[config.mk]
export PLATFORM = sky130hd
export DESIGN_NAME = auto_exposure_config_bank
export DESIGN_NICKNAME = d
export VERILOG_FILES = /design/src/logic/ae_cfg_pkg.sv /design/src/logic/ae_loop_core.sv /design/src/logic/auto_exposure_config_bank.sv
export SDC_FILE = /design/constraint.sdc
export NUM_CORES = 1
export LEC_CHECK = 0
export ABC_AREA = 1
export BUFFER_PORTS_ARGS = -buffer_cell sky130_fd_sc_hd__buf_4
export CORE_MARGIN = 3
export CORE_UTILIZATION = 50
export CTS_CLUSTER_DIAMETER = 100
export DETAILED_ROUTE_END_ITERATION = 7
export GPL_TIMING_DRIVEN = 0
export PLACE_DENSITY = 0.88
export SKIP_CTS_REPAIR_TIMING = 1
export SLEW_MARGIN = 40
export SYNTH_ARGS = -nofsm -noshare
export SYNTH_HDL_FRONTEND = slang
export SYNTH_SLANG_ARGS = --single-unit
[constraint.sdc]
create_clock -name clk -period 10.21 [get_ports clk]
set_input_delay 0.5105 -clock clk [delete_from_list [all_inputs] [get_ports clk]]
set_output_delay 0.5105 -clock clk [all_outputs]
set_load 0.01 [all_outputs]
[src/logic/ae_cfg_pkg.sv]
// Register map, field layout and reset values of the exposure configuration bank
package ae_cfg_pkg;
   // Printed register indices; byte address is four times the index
   localparam logic [7:0] IDX_CONTROL = 8'ha0;
   localparam logic [7:0] IDX_TARGET = 8'ha1;
   localparam logic [7:0] IDX_R_WEIGHT = 8'ha2;
   localparam logic [7:0] IDX_G1_WEIGHT = 8'ha3;
   localparam logic [7:0] IDX_G2_WEIGHT = 8'ha4;
   localparam logic [7:0] IDX_STATUS = 8'haf;
   localparam int ADDR_W = 12;
   localparam int REG_W = 16;
   localparam int WEIGHT_W = 10;
   localparam int TARGET_W = 10;
   localparam int CLIP_W = 4;
   localparam int GAIN_W = 2;
   localparam int FILTER_W = 16;
   // Control fields
   localparam int CTL_ENABLE = 0;
   localparam int CTL_RESTART = 1;
   localparam int CTL_FREEZE = 2;
   localparam int CTL_SUBSAMPLE = 3;
   localparam int CTL_PRIORITY = 4;
   localparam int CTL_W = 5;
   // Target fields
   localparam int TGT_LSB = 0;
   localparam int CLIP_LSB = 10;
   // Reset values
   localparam logic [CTL_W-1:0] CONTROL_RESET = 5'h10;
   localparam logic [REG_W-1:0] TARGET_RESET = 16'h60b8;
   localparam logic [WEIGHT_W-1:0] WEIGHT_RESET = 10'h080;
   // Every fourth pixel when subsampling
   localparam int SUBSAMPLE_STEP = 4;
   // Bus responses
   localparam logic [1:0] RESP_OKAY = 2'h0;
   localparam logic [1:0] RESP_SLVERR = 2'h2;
endpackage

[src/logic/ae_loop_core.sv]
// Exposure loop state: filter hold, pixel subsampling and gain-stage distribution
`timescale 1ns/1ps
`default_nettype none
module ae_loop_core
   import ae_cfg_pkg::*;
#(
   parameter int STAGE_MAX = 3
) (
   // Clock and reset
   input wire logic clk,
   input wire logic rst_n,
   // Configuration
   input wire logic loop_enable,
   input wire logic filter_restart,
   input wire logic freeze,
   input wire logic subsample,
   input wire logic stage1_first,
   // Loop inputs
   input wire logic pixel_in,
   input wire logic filter_valid,
   input wire logic [FILTER_W-1:0] filter_value,
   input wire logic [2:0] gain_req,
   // Loop outputs
   output logic stat_take,
   output logic [FILTER_W-1:0] filter_state,
   output logic [GAIN_W-1:0] gain_stage1,
   output logic [GAIN_W-1:0] gain_stage2
);
   localparam logic [2:0] SMAX = 3'(STAGE_MAX);
   logic [1:0] pix_cnt;
   logic [2:0] first_part;
   logic [2:0] rest_part;
   logic [GAIN_W-1:0] next_stage1;
   logic [GAIN_W-1:0] next_stage2;

   // =========================================
   // Statistics pixel selection
   always_ff @(posedge clk or negedge rst_n) begin
      if (!rst_n) begin
         pix_cnt <= 2'h0;
         stat_take <= 1'b0;
      end else begin
         if (pixel_in) begin
            pix_cnt <= pix_cnt + 2'h1;
         end
         stat_take <= loop_enable && pixel_in && (!subsample || pix_cnt == 2'h0); // RL2
      end
   end

   // =========================================
   // Averaging filter state
   always_ff @(posedge clk or negedge rst_n) begin
      if (!rst_n) begin
         filter_state <= '0;
      end else if (filter_restart) begin
         filter_state <= '0; // RL6
      end else if (loop_enable && filter_valid && !freeze) begin // RL1 RL6
         filter_state <= filter_value;
      end
   end

   // =========================================
   // Gain distribution over the two stages
   always_comb begin
      first_part = (gain_req > SMAX) ? SMAX : gain_req;
      rest_part = gain_req - first_part;
      if (rest_part > SMAX) begin
         rest_part = SMAX;
      end
      if (stage1_first) begin // RL3
         next_stage1 = first_part[GAIN_W-1:0];
         next_stage2 = rest_part[GAIN_W-1:0];
      end else begin
         next_stage2 = first_part[GAIN_W-1:0];
         next_stage1 = rest_part[GAIN_W-1:0];
      end
   end

   always_ff @(posedge clk or negedge rst_n) begin
      if (!rst_n) begin
         gain_stage1 <= '0;
         gain_stage2 <= '0;
      end else if (loop_enable && !freeze) begin // RL1
         gain_stage1 <= next_stage1;
         gain_stage2 <= next_stage2;
      end
   end
endmodule
`default_nettype wire

[src/logic/auto_exposure_config_bank.sv]
// Exposure loop configuration bank behind an AXI4-Lite slave
//
// Overview of operation
// RL1: Freeze holds filter state and applied gains; the code lets the restart bit clear the filter even while frozen.
// RL2: Subsample bit selects every or every fourth pixel.
// RL3: Priority bit, reset one, orders gain stages.
// RL4: Target intensity and 3.3 clip limit fields; the code keeps only a 4-bit clip limit, bits 13:10.
// RL5: Three 3.7 colour weights, reset unity.
// RL6: Enable runs loop; restart clears averaging filter.
//
// Our own choice: the AXI4-Lite interface to the registers.
`timescale 1ns/1ps
`default_nettype none
module auto_exposure_config_bank
   import ae_cfg_pkg::*;
#(
   parameter int STAGE_MAX = 3
) (
   // Clock and reset
   input wire logic clk,
   input wire logic reset_n,
   // AXI4-Lite write address
   input wire logic [ADDR_W-1:0] s_axi_awaddr,
   input wire logic s_axi_awvalid,
   output logic s_axi_awready,
   // AXI4-Lite write data
   input wire logic [31:0] s_axi_wdata,
   input wire logic [3:0] s_axi_wstrb,
   input wire logic s_axi_wvalid,
   output logic s_axi_wready,
   // AXI4-Lite write response
   output logic [1:0] s_axi_bresp,
   output logic s_axi_bvalid,
   input wire logic s_axi_bready,
   // AXI4-Lite read address
   input wire logic [ADDR_W-1:0] s_axi_araddr,
   input wire logic s_axi_arvalid,
   output logic s_axi_arready,
   // AXI4-Lite read data
   output logic [31:0] s_axi_rdata,
   output logic [1:0] s_axi_rresp,
   output logic s_axi_rvalid,
   input wire logic s_axi_rready,
   // Exposure loop inputs
   input wire logic pixel_in,
   input wire logic filter_valid,
   input wire logic [FILTER_W-1:0] filter_value,
   input wire logic [2:0] gain_req,
   // Exposure loop outputs
   output logic stat_take,
   output logic [FILTER_W-1:0] filter_state,
   output logic [GAIN_W-1:0] gain_stage1,
   output logic [GAIN_W-1:0] gain_stage2,
   output logic [TARGET_W-1:0] target_intensity,
   output logic [CLIP_W-1:0] clip_limit,
   output logic [WEIGHT_W-1:0] r_weight,
   output logic [WEIGHT_W-1:0] g1_weight,
   output logic [WEIGHT_W-1:0] g2_weight
);
   localparam logic [ADDR_W-1:0] A_CONTROL = {2'h0, IDX_CONTROL, 2'h0};
   localparam logic [ADDR_W-1:0] A_TARGET = {2'h0, IDX_TARGET, 2'h0};
   localparam logic [ADDR_W-1:0] A_R_WEIGHT = {2'h0, IDX_R_WEIGHT, 2'h0};
   localparam logic [ADDR_W-1:0] A_G1_WEIGHT = {2'h0, IDX_G1_WEIGHT, 2'h0};
   localparam logic [ADDR_W-1:0] A_G2_WEIGHT = {2'h0, IDX_G2_WEIGHT, 2'h0};
   localparam logic [ADDR_W-1:0] A_STATUS = {2'h0, IDX_STATUS, 2'h0};
   // Byte addresses are four times the register index, so the two low
   // address bits are always zero for a legal access. A decode must match
   // exactly: a misaligned or unknown address is answered with an error
   // response and leaves every register untouched.
   // The status word is read-only and carries live loop state, so software
   // can watch the filter and gain stages without a separate port.

   logic rst_meta;
   logic rst_n;
   logic [CTL_W-1:0] auto_exposure_control;
   logic [REG_W-1:0] exposure_target;
   logic [WEIGHT_W-1:0] weight [3];
   logic aw_got;
   logic w_got;
   logic [ADDR_W-1:0] waddr;
   logic [31:0] wdata;
   logic [3:0] wstrb;
   logic do_write;
   logic [REG_W-1:0] wmask;
   logic [REG_W-1:0] wval;
   logic wmapped;
   logic [31:0] rd_value;
   logic rd_mapped;

   // =========================================
   // Reset release
   always_ff @(posedge clk or negedge reset_n) begin
      if (!reset_n) begin
         rst_meta <= 1'b0;
         rst_n <= 1'b0;
      end else begin
         rst_meta <= 1'b1;
         rst_n <= rst_meta;
      end
   end

   // =========================================
   // Write channels, taken in either order
   // Address and data are latched on their own handshakes and the register
   // update waits until both are in hand. Both ready lines stay low while a
   // response is pending, so a second write can never overtake the first
   // and overwrite the latched address before it is used.
   assign do_write = aw_got && w_got && !s_axi_bvalid;
   assign wmask = {{8{wstrb[1]}}, {8{wstrb[0]}}};
   assign wval = wdata[REG_W-1:0] & wmask;

   always_comb begin
      unique case (waddr)
         A_CONTROL, A_TARGET, A_R_WEIGHT, A_G1_WEIGHT, A_G2_WEIGHT: wmapped = 1'b1;
         default: wmapped = 1'b0;
      endcase
   end

   always_ff @(posedge clk or negedge rst_n) begin
      if (!rst_n) begin
         aw_got <= 1'b0;
         w_got <= 1'b0;
         waddr <= '0;
         wdata <= '0;
         wstrb <= '0;
         s_axi_awready <= 1'b0;
         s_axi_wready <= 1'b0;
         s_axi_bvalid <= 1'b0;
         s_axi_bresp <= RESP_OKAY;
      end else begin
         if (s_axi_awvalid && s_axi_awready) begin
            aw_got <= 1'b1;
            waddr <= s_axi_awaddr;
            s_axi_awready <= 1'b0;
         end else if (!aw_got && !s_axi_bvalid) begin
            s_axi_awready <= 1'b1;
         end
         if (s_axi_wvalid && s_axi_wready) begin
            w_got <= 1'b1;
            wdata <= s_axi_wdata;
            wstrb <= s_axi_wstrb;
            s_axi_wready <= 1'b0;
         end else if (!w_got && !s_axi_bvalid) begin
            s_axi_wready <= 1'b1;
         end
         if (do_write) begin
            aw_got <= 1'b0;
            w_got <= 1'b0;
            s_axi_bvalid <= 1'b1;
            s_axi_bresp <= wmapped ? RESP_OKAY : RESP_SLVERR;
         end else if (s_axi_bvalid && s_axi_bready) begin
            s_axi_bvalid <= 1'b0;
         end
      end
   end

   // =========================================
   // Configuration registers
   // Byte strobes merge into the stored value; the upper two strobe lanes
   // have no bits to gate in a sixteen-bit register and are ignored.
   // The restart bit is a stored level: it keeps the filter cleared for as
   // long as software leaves it set.
   always_ff @(posedge clk or negedge rst_n) begin
      if (!rst_n) begin
         auto_exposure_control <= CONTROL_RESET; // RL3 RL6
      end else if (do_write && waddr == A_CONTROL) begin
         auto_exposure_control <= (auto_exposure_control & ~wmask[CTL_W-1:0])
            | wval[CTL_W-1:0];
      end
   end

   always_ff @(posedge clk or negedge rst_n) begin
      if (!rst_n) begin
         exposure_target <= TARGET_RESET; // RL4
      end else if (do_write && waddr == A_TARGET) begin
         exposure_target <= (exposure_target & ~wmask) | wval;
      end
   end

   generate
      for (genvar i = 0; i < 3; i++) begin : g_weight
         localparam logic [ADDR_W-1:0] A_W = {2'h0, 8'(IDX_R_WEIGHT + 8'(i)), 2'h0};
         always_ff @(posedge clk or negedge rst_n) begin
            if (!rst_n) begin
               weight[i] <= WEIGHT_RESET; // RL5
            end else if (do_write && waddr == A_W) begin
               weight[i] <= (weight[i] & ~wmask[WEIGHT_W-1:0]) | wval[WEIGHT_W-1:0];
            end
         end
      end
   endgenerate

   // =========================================
   // Configuration outputs to the statistics path
   always_ff @(posedge clk or negedge rst_n) begin
      if (!rst_n) begin
         target_intensity <= TARGET_RESET[TGT_LSB +: TARGET_W];
         clip_limit <= TARGET_RESET[CLIP_LSB +: CLIP_W];
         r_weight <= WEIGHT_RESET;
         g1_weight <= WEIGHT_RESET;
         g2_weight <= WEIGHT_RESET;
      end else begin
         target_intensity <= exposure_target[TGT_LSB +: TARGET_W]; // RL4
         clip_limit <= exposure_target[CLIP_LSB +: CLIP_W]; // RL4
         r_weight <= weight[0]; // RL5
         g1_weight <= weight[1]; // RL5
         g2_weight <= weight[2]; // RL5
      end
   end

   // =========================================
   // Read channel
   // Read data are captured on the address handshake and then held until
   // the master accepts them, so a later change of a register does not
   // alter a response already on offer.
   always_comb begin
      rd_value = '0;
      rd_mapped = 1'b1;
      unique case (s_axi_araddr)
         A_CONTROL: rd_value[CTL_W-1:0] = auto_exposure_control;
         A_TARGET: rd_value[REG_W-1:0] = exposure_target;
         A_R_WEIGHT: rd_value[WEIGHT_W-1:0] = weight[0];
         A_G1_WEIGHT: rd_value[WEIGHT_W-1:0] = weight[1];
         A_G2_WEIGHT: rd_value[WEIGHT_W-1:0] = weight[2];
         A_STATUS: rd_value = {12'h000, gain_stage2, gain_stage1, filter_state};
         default: rd_mapped = 1'b0;
      endcase
   end

   always_ff @(posedge clk or negedge rst_n) begin
      if (!rst_n) begin
         s_axi_arready <= 1'b0;
         s_axi_rvalid <= 1'b0;
         s_axi_rdata <= '0;
         s_axi_rresp <= RESP_OKAY;
      end else begin
         if (s_axi_arvalid && s_axi_arready) begin
            s_axi_arready <= 1'b0;
            s_axi_rvalid <= 1'b1;
            s_axi_rdata <= rd_value;
            s_axi_rresp <= rd_mapped ? RESP_OKAY : RESP_SLVERR;
         end else if (s_axi_rvalid && s_axi_rready) begin
            s_axi_rvalid <= 1'b0;
         end else if (!s_axi_rvalid) begin
            s_axi_arready <= 1'b1;
         end
      end
   end

   // =========================================
   // Exposure loop
   // Control bits go straight from the register to the loop; a write takes
   // effect on the edge after it lands.
   ae_loop_core #(
      .STAGE_MAX(STAGE_MAX)
   ) u_loop (
      .clk(clk),
      .rst_n(rst_n),
      .loop_enable(auto_exposure_control[CTL_ENABLE]), // RL6
      .filter_restart(auto_exposure_control[CTL_RESTART]), // RL6
      .freeze(auto_exposure_control[CTL_FREEZE]), // RL1
      .subsample(auto_exposure_control[CTL_SUBSAMPLE]), // RL2
      .stage1_first(auto_exposure_control[CTL_PRIORITY]), // RL3
      .pixel_in(pixel_in),
      .filter_valid(filter_valid),
      .filter_value(filter_value),
      .gain_req(gain_req),
      .stat_take(stat_take),
      .filter_state(filter_state),
      .gain_stage1(gain_stage1),
      .gain_stage2(gain_stage2)
   );
endmodule
`default_nettype wire

Word-level counts from Yosys, hierarchy flattened
Cells that the tools add are included.

operators by class
  shift operators = 0
  bitwise operators = 14
  add/sub/neg operators = 2
  mux-type cells = 29
  $mul = 0
  reductions and logical operators = 36
  equality and inequality tests = 13
  div/mod/pow operators = 0
  $lt $le $gt $ge = 2

operator list
  cell                                                                  number
  12-bit by 10-bit == test with 1-bit output, second input constant     11
  16-bit AND                                                            2
  16-bit two-way mux                                                    2
  10-bit AND                                                            3
  10-bit bitwise OR                                                     3
  5-bit one-hot mux with 6 select lines                                 1
  5-bit one-hot mux with 5 select lines                                 1
  1-bit logical AND                                                     19
  1-bit two-way mux                                                     17
  16-bit NOT                                                            1
  16-bit bitwise OR                                                     1
  2-bit nonzero test                                                    7
  6-bit one-hot mux with 2 select lines                                 1
  2-bit two-way mux                                                     5
  10-bit NOT                                                            1
  3-bit by 2-bit > comparator with 1-bit output, second input constant  2
  6-bit OR reduction                                                    1
  5-bit AND                                                             1
  1-bit logical NOT                                                     5
  5-bit NOT                                                             1
  5-bit bitwise OR                                                      1
  5-bit OR reduction                                                    1
  4-bit two-way mux                                                     1
  3-bit two-way mux                                                     1
  other kinds (7)                                                       7

word-level totals
  register bits = 193
  memories kept = 0
  word-level logic and storage cells = 126
  output and inout port bits = 106
  input port bits = 88
  memory bits (read-only) = 0
  bits in writable memories = 0
  bits in latches = 0

Logic depth before layout (Yosys ltp)
  depth after elaboration = 6
  gate-level depth with buffers = 9
  gate-level depth less buffers = 8

Cells and area by module
Synthesis repeated with hierarchy kept, for this count alone.

unflattened totals
  cell total of the unflattened synthesis = 762
  area, all modules = 7289.5 um^2

by module, submodules not included
  module                     area an instance (um^2)  sequential area each (um^2)  cells each  instances
  auto_exposure_config_bank  6268.5                   3926.3                       642         1
  ae_loop_core               1021.0                   575.6                        120         1

Worst setup path before layout
Ideal clock, no wire load.

  path type = input to register
  start point = input gain_req[2]
  end point = register u_loop.gain_stage1[0]
  stages = 7
  required time = 10.082 ns
  slack = 8.680 ns
  setup time = 0.128 ns
  path buffers = 0
  data arrival time = 1.403 ns
  cell sequence = inv_1 > or2_2 > ha_1 > xor2_1 > nand2_1 > o21ai_0 > o21ai_0

on the way
  longest elaborated chain between the ends = 6

ends and longest elaborated chain
  item                                           line                             RTL
  start, declared                                auto_exposure_config_bank.sv:48  input wire logic [2:0] gain_req,
  3-bit by 2-bit > comparator with 1-bit output  ae_loop_core.sv:65               first_part = (gain_req > SMAX) ? SMAX : gain_req;
  3-bit two-way mux                              ae_loop_core.sv:65
  3-bit subtractor                               ae_loop_core.sv:66               rest_part = gain_req - first_part;
  3-bit by 2-bit > comparator with 1-bit output  ae_loop_core.sv:67               if (rest_part > SMAX) begin
  2-bit two-way mux                              ae_loop_core.sv:67
  2-bit two-way mux *                            ae_loop_core.sv:70               if (stage1_first) begin
  end signal, assigned                           ae_loop_core.sv:84               gain_stage1 <= next_stage1;
  end, declared                                  ae_loop_core.sv:26               output logic [GAIN_W-1:0] gain_stage1,

Mark *: on every way between the ends. The rest lies on a longest branch, timed or not.
A chain may end at the register's enable or synchronous reset.

==> results.yml <==
sta:
  rsz0062_at_grt: "false"
  max_freq_mhz: 567
  slew_headroom_pct: 64.0
  finalHoldViolCount: 0
  finalSetupViolCount: 0
  report.final.slew_viol_count: 0
  tns_ns: 0
  fin_skew_ns: 0.0116
  tightest_slew_ns: 0.537
  timing.final.crit_share_pct: 17.3
  post-route-min-period_ns: 1.76
layout:
  drive_above_1_share_pct: 29.2
  final_cells: 1181
  syn2layout_area_growth_pct: 29.3
  diodes: 0
  nNetsFinal: 1074
  fin_area_um2: 9660
clock_tree:
  clockBufferDepth: 2
  cts_tree: "yes"
  htree_levels: 4
  cts_buffers: 17
  cts.sinks: 179
  root_buffer: "clkbuf_16"
  clk_pin_slew_ns: 0.07
  clk_latency_ns: 0.43
power_and_ir_drop:
  leakagePower_uw: 0.00485
  powerDensity_nw_per_um2: 210
  vdd_drop_max_mv: 0.190
global_routing:
  grt-ovfl-total: 0
  grt_pass1_vias: 5886
  grt_pass1_wl_um: 29800
  gr-usage-met1_pct: 29.1
  grt_max_degree: 48
  gr-usage-met3_pct: 5.79
  met2_usage_pct: 40.0
  antenna_found_initial: 0
  grt_usage_pct: 23.4
  grt_most_used_layer: "met2"
critical_path:
  crit_path_end_kind: "flop"
  worstPathRequired_ns: 10.52
  crit_type: "reg2reg"
  critPathLaunch: "waddr[1]"
  cp_max_fo: 10
  r2r-start: "waddr[1]"
  crit_path_start_kind: "flop"
  arrival_ns: 2.07
flow_run:
  max_cap_viol_count: 0
placement:
  placed_area_um2: 9040
  gp_routability_congestion: 0.866
  dp.final_hpwl_um: 14300
  place_inst: 1148
  io_buffers: 161
detailed_routing:
  drtIter0Drc: 561
  drc: 0
  wl_um: 19100
  drt-wirelength-per-cell_um: 16.2
  dr.pass1.iters: 5
  viasPerCell: 5.20
  vias: 6142
  postRouteAntennaNets: 0
synthesis:
  synth_area_leaders: "dfrtp_1 54%, nand2_1 8.1%, dfstp_2 6.3%"
  syn_inst: 786
  syn_avg_cell_area_um2: 9.51
  ys_types: 34
  ys_ff_latch: 179
  synth_top_area_share_pct: 53.9
  ys_warn_count: 0
  synth_ff_type: "dfrtp_1"
  syn_area_um2: 7470
  synth_seq_area_share_pct: 60.2
  synth-edff-count: 0
  ys_async_sr_fraction_pct: 100
  yosysTopAreaCell: "dfrtp_1"
floorplan:
  pin_count: 194
  core_region_area_um2: 14600
  num_rows: 44
  die_h_um: 128
  die_area_um2: 16400
  die_w_um: 128
  start_util_pct: 51.2
run_status:
  status: "finished, final reports clean"
min_path:
  hp-class: "reg2async"
-- metrics by stage --
stage	util [%]	total power, uW	hold WS (ns)	worst slack [ns]
detailed placement	62.0	1370	0.188	8.34
floorplan	-	1170	0.215	4.88
CTS	66.2	2040	-0.154	8.48
finish	66.2	2030	0.182	8.45
global placement	61.4	1340	0.294	3.21
global route	66.2	2130	0.201	8.32
-- path summary, 6_finish.rpt --
check / to / cells past startpoint / slack, ns
worst min-delay path: r_weight[9] / 0 / 0.18
worst max-delay path: flop / 7 / 8.45
min in group clk: s_axi_bvalid / 2 / 0.26
max in group asynchronous: target_intensity[3] / 3 / 8.90
worst max register to register: flop / 7 / 8.45
worst min register to register: r_weight[9] / 0 / 0.18
-- cell usage in the layout, fill, tap and decap left out, types with 3 or more instances in the layout --
cell type	count
a21oi_1	11
a31oi_1	13
buf_12	4
buf_2	7
buf_4	179
buf_6	5
bufinv_16	3
clkbuf_1	11
clkbuf_16	17
clkinv_4	3
conb_1	15
dfrtp_1	160
dfstp_2	18
inv_1	102
inv_6	4
nand2_1	162
nand3_1	75
nand3_2	5
nand4_1	6
nor2_1	57
nor2_2	5
nor3_1	3
o21ai_0	65
o21ai_1	16
o21ai_2	24
-- final cells by class --
type	count	area (um^2)
inverter	105	394
multi-input combinational	475	2360
clock buffer	19	433
timing repair buffer	166	1300
tap	184	230
sequential	179	4510
buffer	40	264
clock inverter	13	175
fill	1151	4930
-- cell usage after synthesis (2+ instances only) --
cell type    n
buf_2        7
o21ai_0     65
dfrtp_1    161
o21ai_1     16
conb_1       2
nand3_4      2
clkinv_1     2
xor2_1       2
a31oi_1     13
o21a_1       2
nor2_1      57
nor3_1       3
buf_6        5
buf_4       18
a21oi_1     11
nand4_1      6
nand3_2      5
o21ai_2     24
ha_1         2
inv_1      102
nand3_1     75
nand2_2      2
nor2_2       5
clkbuf_1     9
nand2_1    162
dfstp_2     18
nand4_4      2
nor3_2       2
-- critical path: stages, from the launching register on --
cell     delay (ns)
dfrtp_1        0.37
nor2_1         0.22
inv_1          0.13
nor3_1         0.31
nand3_2        0.28
buf_6          0.23
nand2_2        0.06
o21ai_2        0.04
-- per-layer routing --
metal  share of wire (%)  vias to the layer above
li1                    -                     2895
met1                  39                     2967
met2                  51                      244
met3                 7.1                       36
met4                 2.6                        0
met5                   0                        -
-- report_power, final --
part	switching [uW]	leakage (uW)	internal (uW)
logic	267	0.00238	172
registers	87.4	0.00218	833
clock network	279	0.000295	391
-- cells by family after synthesis --
logic type | count (synthesis) | synth area share [%]
compound gates | 131 | 10.3
other cells | 2 | 0.101
flops | 179 | 60.2
xor+xnor | 2 | 0.234
simple gates | 325 | 20.0
buf+inv | 145 | 8.81
fa+ha+maj | 2 | 0.335
Power figures use the tool's default switching activity.
